<file path="src/pkg/ext_input_pkg.sv">
// Constants and types for the extended control input block
package ext_input_pkg;
  // Ratios in hundredths of a percent
  localparam logic [15:0] OVERRIDE_RATIO_RST = 16'h2710;   // 100.00
  localparam logic [15:0] OVERRIDE_RATIO_MAX = 16'h4E20;   // 200.00
  localparam logic [15:0] LIMIT_RATIO_RST = 16'h0000;      // 0.00
  localparam logic [15:0] GAIN_RATIO_RST = 16'h1388;       // 50.00
  localparam logic [15:0] RATIO_FULL = 16'h2710;           // 100.00
  localparam logic [31:0] RATIO_DIV = 32'h0000_2710;
  // Velocity in milli-revolutions per second
  localparam logic [15:0] VEL_LIMIT = 16'h2710;            // 10.000 s^-1
  // Home return methods that use the proximity input
  localparam logic [2:0] METHOD_PROX_1 = 3'h1;
  localparam logic [2:0] METHOD_PROX_3 = 3'h3;
  localparam logic [2:0] METHOD_PROX_4 = 3'h4;
  localparam logic [2:0] METHOD_PROX_5 = 3'h5;

  typedef enum logic [3:0] {
    ST_IDLE = 4'h1,
    ST_RUN = 4'h2,
    ST_HOLD_PEND = 4'h4,
    ST_HELD = 4'h8
  } op_state_t;
endpackage

</file>
<file path="src/ext_input_ctrl.sv">
// Extended control inputs: hold, override, integrator off, home return
// What this block does
// - Hold during internal motion decelerates at program rate and stops.
// - Hold is ignored during pulse train motion.
// - Hold during a program line write waits until the line is done.
// - While held, execution is suspended and busy stays closed.
// - Hold release resumes operation, re-accelerating if rotating.
// - Alarm or stop cancels hold, opens busy; release restarts nothing.
// - Start or motion command while held closes busy, stays held.
// - Override input scales programmed velocity by override ratio.
// - Without override input the programmed velocity is used.
// - Override velocity change uses the motion's own acc, dec, profile.
// - Overridden target velocity is clamped to 10 revolutions per second.
// - Integrator suppress at once limits integral part to limit ratio.
// - Integrator suppress scales proportional gain by reduction ratio.
// - No gain reduction while auto tuning runs.
// - Home return starts on rising start edge; falling edge ignored.
// - Absolute move after aborted home return raises origin warning.
// - Methods 1, 3, 4, 5 use the proximity input for home return.
module ext_input_ctrl (
  input wire logic clk_i,
  input wire logic rst_b_i,
  input wire logic hold_request_input_i,
  input wire logic velocity_override_input_i,
  input wire logic integrator_suppress_input_i,
  input wire logic home_return_start_input_i,
  input wire logic home_proximity_input_i,
  input wire logic stop_input_i,
  input wire logic alarm_i,
  input wire logic servo_active_i,
  input wire logic pulse_train_mode_i,
  input wire logic param_write_active_i,
  input wire logic motion_start_i,
  input wire logic motion_absolute_i,
  input wire logic motion_done_i,
  input wire logic home_done_i,
  input wire logic auto_tuning_command_i,
  input wire logic [2:0] home_return_method_i,
  input wire logic [15:0] override_ratio_i,
  input wire logic [15:0] integral_limit_ratio_i,
  input wire logic [15:0] gain_reduction_ratio_i,
  input wire logic [15:0] move_velocity_i,
  output logic busy_o,
  output logic servo_active_output_o,
  output logic motion_hold_o,
  output logic home_start_o,
  output logic use_proximity_o,
  output logic near_home_o,
  output logic origin_undefined_warning_o,
  output logic [15:0] target_velocity_o,
  output logic [15:0] integral_ratio_o,
  output logic [15:0] prop_gain_ratio_o
);

  // Two-stage release of the asynchronous reset
  logic rst_s1_q;
  logic rst_n;
  always_ff @(posedge clk_i or negedge rst_b_i) begin
    if (!rst_b_i) begin
      rst_s1_q <= 1'b0;
      rst_n <= 1'b0;
    end else begin
      rst_s1_q <= 1'b1;
      rst_n <= rst_s1_q;
    end
  end

  // Scale a value by a ratio in hundredths of a percent
  function automatic logic [15:0] scale(input logic [15:0] v,
                                        input logic [15:0] r);
    logic [31:0] p;
    p = ({16'h0000, v} * {16'h0000, r}) / ext_input_pkg::RATIO_DIV;
    scale = (p > 32'h0000_FFFF) ? 16'hFFFF : p[15:0];
  endfunction

  // Home return methods that rely on the proximity sensor
  function automatic logic uses_proximity(input logic [2:0] m);
    uses_proximity = (m == ext_input_pkg::METHOD_PROX_1)
      || (m == ext_input_pkg::METHOD_PROX_3)
      || (m == ext_input_pkg::METHOD_PROX_4)
      || (m == ext_input_pkg::METHOD_PROX_5);
  endfunction

  // Input samples taken every control cycle
  logic hold_q;
  logic ovr_q;
  logic isup_q;
  logic hstart_q;
  logic hstart_prev_q;
  logic prox_q;
  always_ff @(posedge clk_i or negedge rst_n) begin
    if (!rst_n) begin
      hold_q <= 1'b0;
      ovr_q <= 1'b0;
      isup_q <= 1'b0;
      hstart_q <= 1'b0;
      hstart_prev_q <= 1'b0;
      prox_q <= 1'b0;
    end else begin
      hold_q <= hold_request_input_i;
      ovr_q <= velocity_override_input_i;
      isup_q <= integrator_suppress_input_i;
      hstart_q <= home_return_start_input_i;
      hstart_prev_q <= hstart_q;
      prox_q <= home_proximity_input_i;
    end
  end

  logic hstart_rise;
  logic cancel;
  // Only the rising edge counts; the falling edge does nothing
  assign hstart_rise = hstart_q && !hstart_prev_q;
  // Alarm or stop overrides everything, including the hold
  assign cancel = alarm_i || stop_input_i;

  // Operation state; pulse train motion never enters the held states
  // A hold that meets a program line write parks in the pending state,
  // so a half written line is never left behind in the program
  ext_input_pkg::op_state_t state_q;
  ext_input_pkg::op_state_t state_d;
  logic start_req;
  assign start_req = (motion_start_i || hstart_rise)
    && !pulse_train_mode_i;

  always_comb begin
    state_d = state_q;
    unique case (state_q)
      ext_input_pkg::ST_IDLE: begin
        if (cancel) begin
          state_d = ext_input_pkg::ST_IDLE;
        end else if (start_req && hold_q) begin
          state_d = ext_input_pkg::ST_HELD;
        end else if (start_req) begin
          state_d = ext_input_pkg::ST_RUN;
        end
      end
      ext_input_pkg::ST_RUN: begin
        if (cancel || motion_done_i) begin
          state_d = ext_input_pkg::ST_IDLE;
        end else if (pulse_train_mode_i) begin
          state_d = ext_input_pkg::ST_RUN;
        end else if (hold_q && param_write_active_i) begin
          state_d = ext_input_pkg::ST_HOLD_PEND;
        end else if (hold_q) begin
          state_d = ext_input_pkg::ST_HELD;
        end
      end
      ext_input_pkg::ST_HOLD_PEND: begin
        if (cancel) begin
          state_d = ext_input_pkg::ST_IDLE;
        end else if (!hold_q) begin
          state_d = ext_input_pkg::ST_RUN;
        end else if (!param_write_active_i) begin
          state_d = ext_input_pkg::ST_HELD;
        end
      end
      ext_input_pkg::ST_HELD: begin
        if (cancel) begin
          state_d = ext_input_pkg::ST_IDLE;
        end else if (!hold_q) begin
          state_d = ext_input_pkg::ST_RUN;
        end
      end
      default: state_d = ext_input_pkg::ST_IDLE;
    endcase
  end

  always_ff @(posedge clk_i or negedge rst_n) begin
    if (!rst_n) begin
      state_q <= ext_input_pkg::ST_IDLE;
    end else begin
      state_q <= state_d;
    end
  end

  // Busy closed whenever an operation exists, held or not
  always_ff @(posedge clk_i or negedge rst_n) begin
    if (!rst_n) begin
      busy_o <= 1'b0;
    end else begin
      busy_o <= (state_d != ext_input_pkg::ST_IDLE);
    end
  end

  // Motion generator decelerates at the program rate while set
  // Taken from the next state so the ramp sees the hold a cycle sooner
  always_ff @(posedge clk_i or negedge rst_n) begin
    if (!rst_n) begin
      motion_hold_o <= 1'b0;
    end else begin
      motion_hold_o <= (state_d == ext_input_pkg::ST_HELD);
    end
  end

  // Home start pulse; the method parameter picks the sequence downstream
  always_ff @(posedge clk_i or negedge rst_n) begin
    if (!rst_n) begin
      home_start_o <= 1'b0;
    end else begin
      home_start_o <= hstart_rise && !cancel && !pulse_train_mode_i;
    end
  end

  // Methods that search with the proximity sensor
  always_ff @(posedge clk_i or negedge rst_n) begin
    if (!rst_n) begin
      use_proximity_o <= 1'b0;
    end else begin
      use_proximity_o <= uses_proximity(home_return_method_i);
    end
  end

  // Proximity sample passed on to the home sequencer
  always_ff @(posedge clk_i or negedge rst_n) begin
    if (!rst_n) begin
      near_home_o <= 1'b0;
    end else begin
      near_home_o <= prox_q;
    end
  end

  // Mirrors servo state so the controller can check it before home
  always_ff @(posedge clk_i or negedge rst_n) begin
    if (!rst_n) begin
      servo_active_output_o <= 1'b0;
    end else begin
      servo_active_output_o <= servo_active_i;
    end
  end

  // Home tracking: an aborted home leaves the origin undefined
  // Only a completed home clears the abort; a new start does not
  logic homing_q;
  logic aborted_q;
  always_ff @(posedge clk_i or negedge rst_n) begin
    if (!rst_n) begin
      homing_q <= 1'b0;
      aborted_q <= 1'b0;
    end else begin
      if (home_start_o) begin
        homing_q <= 1'b1;
      end else if (home_done_i) begin
        homing_q <= 1'b0;
        aborted_q <= 1'b0;
      end else if (homing_q && cancel) begin
        homing_q <= 1'b0;
        aborted_q <= 1'b1;
      end
    end
  end

  // Warning stays until a home return completes
  always_ff @(posedge clk_i or negedge rst_n) begin
    if (!rst_n) begin
      origin_undefined_warning_o <= 1'b0;
    end else if (aborted_q && motion_start_i && motion_absolute_i) begin
      origin_undefined_warning_o <= 1'b1;
    end else if (home_done_i) begin
      origin_undefined_warning_o <= 1'b0;
    end
  end

  // Override target; ramping uses the motion's own acc and dec profile
  // The product saturates at 16 bits before the clamp, so no wrap
  logic [15:0] ovr_ratio;
  logic [15:0] ovr_vel;
  assign ovr_ratio = (override_ratio_i > ext_input_pkg::OVERRIDE_RATIO_MAX)
    ? ext_input_pkg::OVERRIDE_RATIO_MAX : override_ratio_i;
  assign ovr_vel = scale(move_velocity_i, ovr_ratio);

  always_ff @(posedge clk_i or negedge rst_n) begin
    if (!rst_n) begin
      target_velocity_o <= 16'h0000;
    end else if (ovr_q && !pulse_train_mode_i) begin
      // Clamp applies to overridden values only
      target_velocity_o <= (ovr_vel > ext_input_pkg::VEL_LIMIT)
        ? ext_input_pkg::VEL_LIMIT : ovr_vel;
    end else begin
      target_velocity_o <= move_velocity_i;
    end
  end

  // Integral part limited at once while the suppress input is on
  always_ff @(posedge clk_i or negedge rst_n) begin
    if (!rst_n) begin
      integral_ratio_o <= ext_input_pkg::RATIO_FULL;
    end else begin
      integral_ratio_o <= isup_q ? integral_limit_ratio_i
        : ext_input_pkg::RATIO_FULL;
    end
  end

  // Gain cut skipped during tuning, which must see the real loop gain
  always_ff @(posedge clk_i or negedge rst_n) begin
    if (!rst_n) begin
      prop_gain_ratio_o <= ext_input_pkg::RATIO_FULL;
    end else begin
      prop_gain_ratio_o <= (isup_q && !auto_tuning_command_i)
        ? gain_reduction_ratio_i : ext_input_pkg::RATIO_FULL;
    end
  end

endmodule

</file>
<file path="config.mk">
export PLATFORM = sky130hd
export DESIGN_NAME = ext_input_ctrl
export DESIGN_NICKNAME = d
export VERILOG_FILES = /design/src/pkg/ext_input_pkg.sv /design/src/ext_input_ctrl.sv
export SDC_FILE = /design/constraint.sdc
export NUM_CORES = 1
export LEC_CHECK = 0
export ABC_AREA = 1
export BUFFER_PORTS_ARGS = -buffer_cell sky130_fd_sc_hd__buf_2
export CAP_MARGIN = 10
export CORE_UTILIZATION = 56
export DETAILED_ROUTE_END_ITERATION = 16
export HOLD_SLACK_MARGIN = 0.05
export PLACE_DENSITY = 0.75
export SLEW_MARGIN = 15
export SYNTH_ARGS = -nofsm -noshare
export SYNTH_HDL_FRONTEND = slang
export SYNTH_SLANG_ARGS = --single-unit
</file>
<file path="constraint.sdc">
create_clock -name clk_i -period 2.7 [get_ports clk_i]
set_input_delay 0.135 -clock clk_i [delete_from_list [all_inputs] [get_ports clk_i]]
set_output_delay 0.135 -clock clk_i [all_outputs]
set_load 0.01 [all_outputs]
</file>
==> results of run 1 <==
cell usage after synthesis (4+ instances only):
cell and instances:
inv_2 68, a21oi_2 9, xnor2_1 17, nand2_1 918, clkinv_1 12, o211ai_1 4, nand4_1 47, nor3_1 24
nand3b_1 16, dfstp_2 11, nand2_2 64, or2_2 10, xor2_1 48, a21oi_4 6, buf_2 5, nor2_1 304
buf_1 5, ha_1 104, a21oi_1 31, nand2_4 11, inv_1 526, dfrtp_1 58, nand4_2 4, clkbuf_1 17
fa_1 194, nor2_2 29, nand3_1 214, o21bai_1 4, nor2_4 14, o21ai_0 36, nand3_2 18, o21ai_1 15
buf_6 12
through the flow:
step	instances	setup TNS, ns	instance area, um^2	utilization [%]	hold WS (ns)
global placement	4032	-223.78	24880	78.05	-0.07892
floorplan	2903	-205.98	19330	-	-0.1606
detailed placement	4032	-238.22	24880	78.05	-0.07716
CTS	4209	-217.11	27850	87.35	0.05151
metal layers:
layer | GRT overflow | global-route usage [%]
met5 | 2 | 51.41
met4 | 112 | 91.50
met3 | 11 | 78.71
met2 | 253 | 101.0
met1 | 16 | 83.04
cells by family after synthesis:
group | count (synthesis) | synth area share [%]
and+or+nand+nor | 1690 | 41.20
xor gates and xnor gates | 66 | 3.194
buffers and inverters | 647 | 13.79
DFF | 69 | 9.494
AOI/OAI and AO/OA | 116 | 3.993
adders and majority gates | 298 | 28.28
other | 2 | 0.04097
what timing repair did:
item | CTS
hold buffers | 41
resized for setup | 337
cloned | 14
setup buffers | 107
pin swaps | 198
endpoints found under the setup margin | 14
endpoints found under the hold margin | 42
==> results.sh, run 1 <==
export IMPL_outcome="aborted with a tool error"
export IMPL_grt_start_max_net_pins=41
export IMPL_cts_root_buffer_cell="clkbuf_16"
export IMPL_yosys_top_cells_area="fa_1 (21%), nand2_1 (19%), inv_1 (11%)"
export IMPL_yosysTopAreaCellShare_pct=21.18
export IMPL_placement_setup_worst_slack_ns=-17.04
export IMPL_post_synth_top_area_cell="fa_1"
export IMPL_ys_ff_latch=69
export IMPL_number_of_enable_flip_flop_cells_after_synthesis=0
export IMPL_stop_stage="global routing"
export IMPL_last_worst_endpoint_in_the_global_route_repair_timing="target_velocity_o[5]$_DFF_PN0_/D"
export IMPL_io_pins=139
export IMPL_post_synth_instance_area_um2=18330
export IMPL_cts_buffer_depth=2
export IMPL_cts_buffers_inserted=9
export IMPL_postSynth_topFlopCell="dfrtp_1"
export IMPL_syn_instance_count=2888
export IMPL_clock_tree_htree_level_count=3
export IMPL_die_x_um=182.9
export IMPL_asyncSetResetFlopFracSynth_pct=100.0
export IMPL_endpoint_type="register input"
export IMPL_yosysWarnings=0
export IMPL_std_cell_rows=65
export IMPL_port_buffers=138
export IMPL_synth_avg_cell_area_um2=6.348
export IMPL_routabilityCongestion=0.9659
export IMPL_globalRoute_totalOverflow=394
export IMPL_yosysSeqAreaShare_pct=9.494
export IMPL_first_error="[ERROR GRT-0232] Routing congestion too high. Check the congestion heatmap in the GUI."
export IMPL_die_y_um=182.9
export IMPL_track_usage_pct=87.37
export IMPL_cts_sinks=69
export IMPL_initial_utilization_pct=57.50
export IMPL_synthDistinctLibCells=51
export IMPL_dp_final_hpwl_um=49090
==> inputs of run 2 (changes only) <==
- CORE_UTILIZATION: 56 -> 40
- HOLD_SLACK_MARGIN: 0.05 -> default
- PLACE_DENSITY: 0.75 -> default
- PLACE_DENSITY_LB_ADDON: default -> 0.15
==> results.sh, run 2 <==
export IMPL_drt_iter0_markers=1083
export IMPL_clock_skew_ns=0.008292
export IMPL_first_global_vias=21159
export IMPL_yosys_area_share_simple_pct=41.20
export IMPL_track_usage_pct=26.23
export IMPL_avgViaCountPerCell=4.833
export IMPL_number_of_enable_flip_flop_cells_after_synthesis=0
export IMPL_grt_antenna_before_repair=1
export IMPL_placedCellCount=4187
export IMPL_setup_worst_path_start_class="input port"
export IMPL_synthDistinctLibCells=51
export IMPL_grt_start_max_net_pins=36
export IMPL_routabilityCongestion=0.9250
export IMPL_max_slew_worst_pin_slew_ns=0.8426
export IMPL_grt_setup_unrepaired="yes"
export IMPL_min_period_ns=19.04
export IMPL_cts_buffers_inserted=9
export IMPL_tritoncts_clock_tree="built"
export IMPL_globalRoute_totalOverflow=0
export IMPL_post_synth_top_area_cell="fa_1"
export IMPL_arrival_ns=19.26
export IMPL_largest_family_of_logic_cells_by_synthesized_area="simple AND/OR/NAND/NOR gates"
export IMPL_utilization_pct=64.57
export IMPL_final_hold_viols=0
export IMPL_final_nets=4195
export IMPL_crit_path_slowest_cell="fa_2"
export IMPL_placement_setup_worst_slack_ns=-16.96
export IMPL_min_period_over_period_pct=705.3
export IMPL_critical_path_class="input port to flop"
export IMPL_outcome="complete, but fails checks"
export IMPL_asyncSetResetFlopFracSynth_pct=100.0
export IMPL_initial_utilization_pct=40.48
export IMPL_detailroute_via_count=21356
export IMPL_die_x_um=216.1
export IMPL_area_delta_synth_final_pct=59.50
export IMPL_timing_critical_path_slowest_cell_delay_ns=0.57
export IMPL_layout_cells_most_common="nand2_1"
export IMPL_drt_total_wl_um=63720
export IMPL_io_pins=139
export IMPL_worst_endpoint_required_ns=2.91
export IMPL_maxSlewHeadroom_pct=43.83
export IMPL_clk_pin_slew_ns=0.06
export IMPL_ys_ff_latch=69
export IMPL_clock_fmax_ghz=0.05251
export IMPL_floorplan_core_area_um2=45280
export IMPL_cts_sinks=69
export IMPL_yosysTopAreaCellShare_pct=21.18
export IMPL_routedWlPerCell_um=14.42
export IMPL_port_buffers=138
export IMPL_firstDrtPassIters=5
export IMPL_synth_compound_area_share_pct=3.993
export IMPL_worstSetupEndpointType="flop"
export IMPL_insertion_delay_ns=0.34
export IMPL_finalSetupViolCount=14
export IMPL_yosys_cell_count_top_type="nand2_1"
export IMPL_syn_instance_count=2888
export IMPL_std_cell_rows=78
export IMPL_finalSetupTns_ns=-228.44
export IMPL_layout_drive_gt1_share_pct=43.37
export IMPL_synthMuxAreaShare_pct=0
export IMPL_clock_tree_htree_level_count=3
export IMPL_post_synth_instance_area_um2=18330
export IMPL_yosysWarnings=0
export IMPL_failed_checks="setup timing"
export IMPL_synth_adder_area_share_pct=28.28
export IMPL_yosysSeqAreaShare_pct=9.494
export IMPL_final_cell_count_no_fill=4419
export IMPL_critical_path_most_common_cell="nand2_4"
export IMPL_synth_avg_cell_area_um2=6.348
export IMPL_worst_hold_path_type="input port to flop"
export IMPL_cts_buffer_depth=2
export IMPL_fillCellCount=4007
export IMPL_yosys_top_cells_area="fa_1 (21%), nand2_1 (19%), inv_1 (11%)"
export IMPL_dp_final_hpwl_um=49960
export IMPL_post_route_worst_setup_slack_ns=-16.34
export IMPL_synthXorXnorAreaFrac_pct=3.194
export IMPL_cts_root_buffer_cell="clkbuf_16"
export IMPL_top_cells_by_instance_count_after_synthesis="nand2_1 (918), inv_1 (526), nor2_1 (304), nand3_1 (214), fa_1 (194)"
export IMPL_reg_largest_list="integral_ratio_o: 16 flops, prop_gain_ratio_o: 16 flops, target_velocity_o: 16 flops"
export IMPL_drv_slew=0
export IMPL_most_common_layout_cells="nand2_1 (690), buf_4 (684), inv_1 (490), nor2_1 (219), nand2_2 (209)"
export IMPL_drv_max_cap_violation_count=0
export IMPL_die_y_um=216.1
export IMPL_floorplan_die_area_um2=46690
export IMPL_worst_path_max_fanout=8
export IMPL_postSynth_topFlopCell="dfrtp_1"
export IMPL_drc_errors=0
export IMPL_grt_pass1_wl_um=100700
export IMPL_route_antenna_remaining_nets=0
## run 2: cells by family after synthesis
logic type / count (synthesis)
simple gates: 1690
buf+inv: 647
fa+ha+maj: 298
compound gates: 116
flops: 69
xor+xnor: 66
other cells: 2
## run 2: cell type report
type | instances | area, um^2 | share of cell area (%)
Clock buffer | 10 | 229.0 | 0.7831
Sequential cell | 69 | 1742 | 5.956
Timing Repair inverter | 1 | 7.507 | 0.02567
Multi-Input combinational cell | 2198 | 16960 | 57.98
Antenna cell | 1 | 2.502 | 0.008558
Tap cell | 600 | 750.7 | 2.567
Inverter | 608 | 2338 | 7.997
Clock inverter | 6 | 65.06 | 0.2225
Timing Repair Buffer | 926 | 7151 | 24.45
## run 2: stage by stage
stage	hold WS, ns	instance area (um^2)
2_1_floorplan	-0.1606	19330
5_1_grt	0.009224	29240
4_1_cts	0.003545	27290
3_3_place_gp	-0.07728	25030
3_5_place_dp	-0.07748	25030
6_report	0.008121	29240
## run 2: final timing paths
path	startpoint	endpoint	slack [ns]	cells after the start
setup / recovery	override_ratio_i[12]	target_velocity_o[4]	-16.34	148
min in group asynchronous	rst_b_i	rst_s1_q	0.10	2
hold reg to reg	prox_q	near_home_o	0.35	0
max in group asynchronous	rst_n	integral_ratio_o[10]	1.60	1
hold / removal	integral_limit_ratio_i[1]	integral_ratio_o[1]	0.008	3
setup reg to reg	ovr_q	target_velocity_o[0]	1.01	5
## run 2: worst max-delay path, delay by kind of cell
| kind | cells | cell delay (ns) |
|---|---|---|
| XOR/XNOR | 1 | 0.16 |
| AO/OA/AOI/OAI | 9 | 1.81 |
| adder cells (fa/ha/maj) | 7 | 3.32 |
| AND/OR/NAND/NOR | 97 | 9.53 |
| buffers and inverters | 34 | 4.27 |
## run 2: timing repair
| action | CTS | global route |
|---|---|---|
| setup buffers | 95 | 80 |
| endpoints found under the setup margin | 14 | 14 |
| hold buffers | 28 | 0 |
| endpoints found under the hold margin | 28 | 0 |
| pin swaps | 118 | 228 |
| cloned | 10 | 2 |
| resized for setup | 226 | 348 |
## run 2: routing by layer
| layer | GRT usage, % | wire length, um | part of all wire (%) |
|---|---|---|---|
| met1 | 32.08 | 25970 | 41 |
| met2 | 49.08 | 33300 | 52 |
| met3 | 2.625 | 2793 | 4.4 |
| met4 | 5.986 | 1662 | 2.6 |
| met5 | 0 | 0 | 0 |
Power of run 2 is left out: the tool's default activity adds up to more than one toggle a clock period on the data nets, which glitch-free logic cannot reach.
==> inputs of run 3 (changes only) <==
- CTS_BUF_LIST: default -> sky130_fd_sc_hd__clkbuf_8
==> results.sh, run 3 (synthesis results as in run 2) <==
export IMPL_io_pins=139
export IMPL_arrival_ns=19.10
export IMPL_most_common_layout_cells="nand2_1 (736), buf_4 (669), inv_1 (502), nor2_1 (224), nand2_2 (191)"
export IMPL_final_hold_viols=0
export IMPL_layout_drive_gt1_share_pct=40.62
export IMPL_cts_buffers_inserted=9
export IMPL_final_nets=4178
export IMPL_register_area_um2=1742
export IMPL_drt_iter0_markers=1155
export IMPL_max_slew_worst_pin_slew_ns=0.8476
export IMPL_fillCellCount=4140
export IMPL_route_antenna_remaining_nets=0
export IMPL_cts_sinks=69
export IMPL_cts_buffer_depth=2
export IMPL_failed_checks="setup timing"
export IMPL_layout_cells_most_common="nand2_1"
export IMPL_detailroute_via_count=21133
export IMPL_grt_antenna_before_repair=1
export IMPL_die_x_um=216.1
export IMPL_clock_tree_htree_level_count=3
export IMPL_min_period_over_period_pct=696.7
export IMPL_dp_final_hpwl_um=49960
export IMPL_die_y_um=216.1
export IMPL_worst_path_max_fanout=8
export IMPL_drc_errors=0
export IMPL_grt_start_max_net_pins=36
export IMPL_clk_pin_slew_ns=0.08
export IMPL_timing_critical_path_slowest_cell_delay_ns=0.58
export IMPL_post_route_worst_setup_slack_ns=-16.11
export IMPL_clock_fmax_ghz=0.05316
export IMPL_critical_path_top_delay_family="simple AND/OR/NAND/NOR gates"
export IMPL_initial_utilization_pct=40.48
export IMPL_routedWlPerCell_um=14.07
export IMPL_clock_skew_ns=0.01114
export IMPL_std_cell_rows=78
export IMPL_outcome="complete, but fails checks"
export IMPL_floorplan_core_area_um2=45280
export IMPL_worstSetupEndpointType="flop"
export IMPL_drt_total_wl_um=61920
export IMPL_finalSetupViolCount=14
export IMPL_setup_worst_path_start_class="input port"
export IMPL_track_usage_pct=26.32
export IMPL_worst_endpoint_required_ns=2.99
export IMPL_avgViaCountPerCell=4.801
export IMPL_critical_path_buf_inv_count=26
export IMPL_final_cell_count_no_fill=4402
export IMPL_min_period_ns=18.81
export IMPL_grt_setup_unrepaired="yes"
export IMPL_tritoncts_clock_tree="built"
export IMPL_routabilityCongestion=0.9250
export IMPL_crit_path_slowest_cell="fa_1"
export IMPL_globalRoute_totalOverflow=0
export IMPL_placedCellCount=4187
export IMPL_area_delta_synth_final_pct=55.19
export IMPL_drv_slew=0
export IMPL_grt_pass1_wl_um=101100
export IMPL_port_buffers=138
export IMPL_floorplan_die_area_um2=46690
export IMPL_cts_root_buffer_cell="clkbuf_8"
export IMPL_critical_path_class="input port to flop"
export IMPL_insertion_delay_ns=0.35
export IMPL_worst_hold_path_type="input port to flop"
export IMPL_reg_largest_list="integral_ratio_o: 16 flops, prop_gain_ratio_o: 16 flops, target_velocity_o: 16 flops"
export IMPL_first_global_vias=21232
export IMPL_maxSlewHeadroom_pct=43.49
export IMPL_firstDrtPassIters=8
export IMPL_multi_input_area_um2=16440
export IMPL_drv_max_cap_violation_count=0
==> run 3: worst min-delay path, delay by kind of cell <==
family / cells / cell delay [ns]
simple gates: 1 / 0.06
buf+inv: 2 / 0.14
==> run 3: cell type report <==
| class | instances | share of cell area, % |
|---|---|---|
| antenna | 1 | 0.008796 |
| clock buffer | 9 | 0.4354 |
| clock inverter | 7 | 0.2419 |
| inverter | 608 | 8.207 |
| multi-input combinational | 2199 | 57.80 |
| sequential | 69 | 6.122 |
| tap | 600 | 2.639 |
| timing repair buffer | 908 | 24.52 |
| timing repair inverter | 1 | 0.02639 |
==> run 3: worst paths after layout <==
path                                            startpoint              endpoint  slack [ns]  cells past startpoint
worst max-delay path                  override_ratio_i[13]  target_velocity_o[7]      -16.11                    150
max in group asynchronous                            rst_n  integral_ratio_o[13]        1.60                      1
min in group asynchronous                          rst_b_i              rst_s1_q        0.08                      2
worst min-delay path            integral_limit_ratio_i[11]  integral_ratio_o[11]        0.02                      3
worst min register to register                      prox_q           near_home_o        0.35                      0
worst max register to register                  state_q[0]         motion_hold_o        1.07                      7
==> run 3: repair_timing <==
action,4_1_cts,5_1_grt
resized for setup,225,191
hold buffers,39,0
hold endpoints to repair,41,0
setup buffers,95,51
gates cloned,10,3
setup endpoints to repair,14,14
pin swaps,118,158
==> run 3: routing by layer <==
metal,global-route usage [%],up-vias,share of wire [%]
met4,6.080,0,2.5
met1,32.26,9984,41
met2,49.18,516,52
li1,-,10533,-
met5,0,-,0
met3,2.568,100,4.5
==> run 3: metrics by stage <==
stage	hold slack [ns]	area (um^2)	util, %	setup WS, ns	setup TNS [ns]
after floorplan	-0.1606	19330	-	-14.76	-205.98
after global placement	-0.07728	25030	55.26	-16.34	-228.49
after detailed placement	-0.07748	25030	55.26	-16.96	-237.02
after CTS	0.008839	27300	60.28	-15.60	-217.82
after global routing	0.003415	28450	62.83	-17.50	-244.56
final	0.02242	28450	62.83	-16.11	-225.27
Power of run 3 is left out for the same reason.
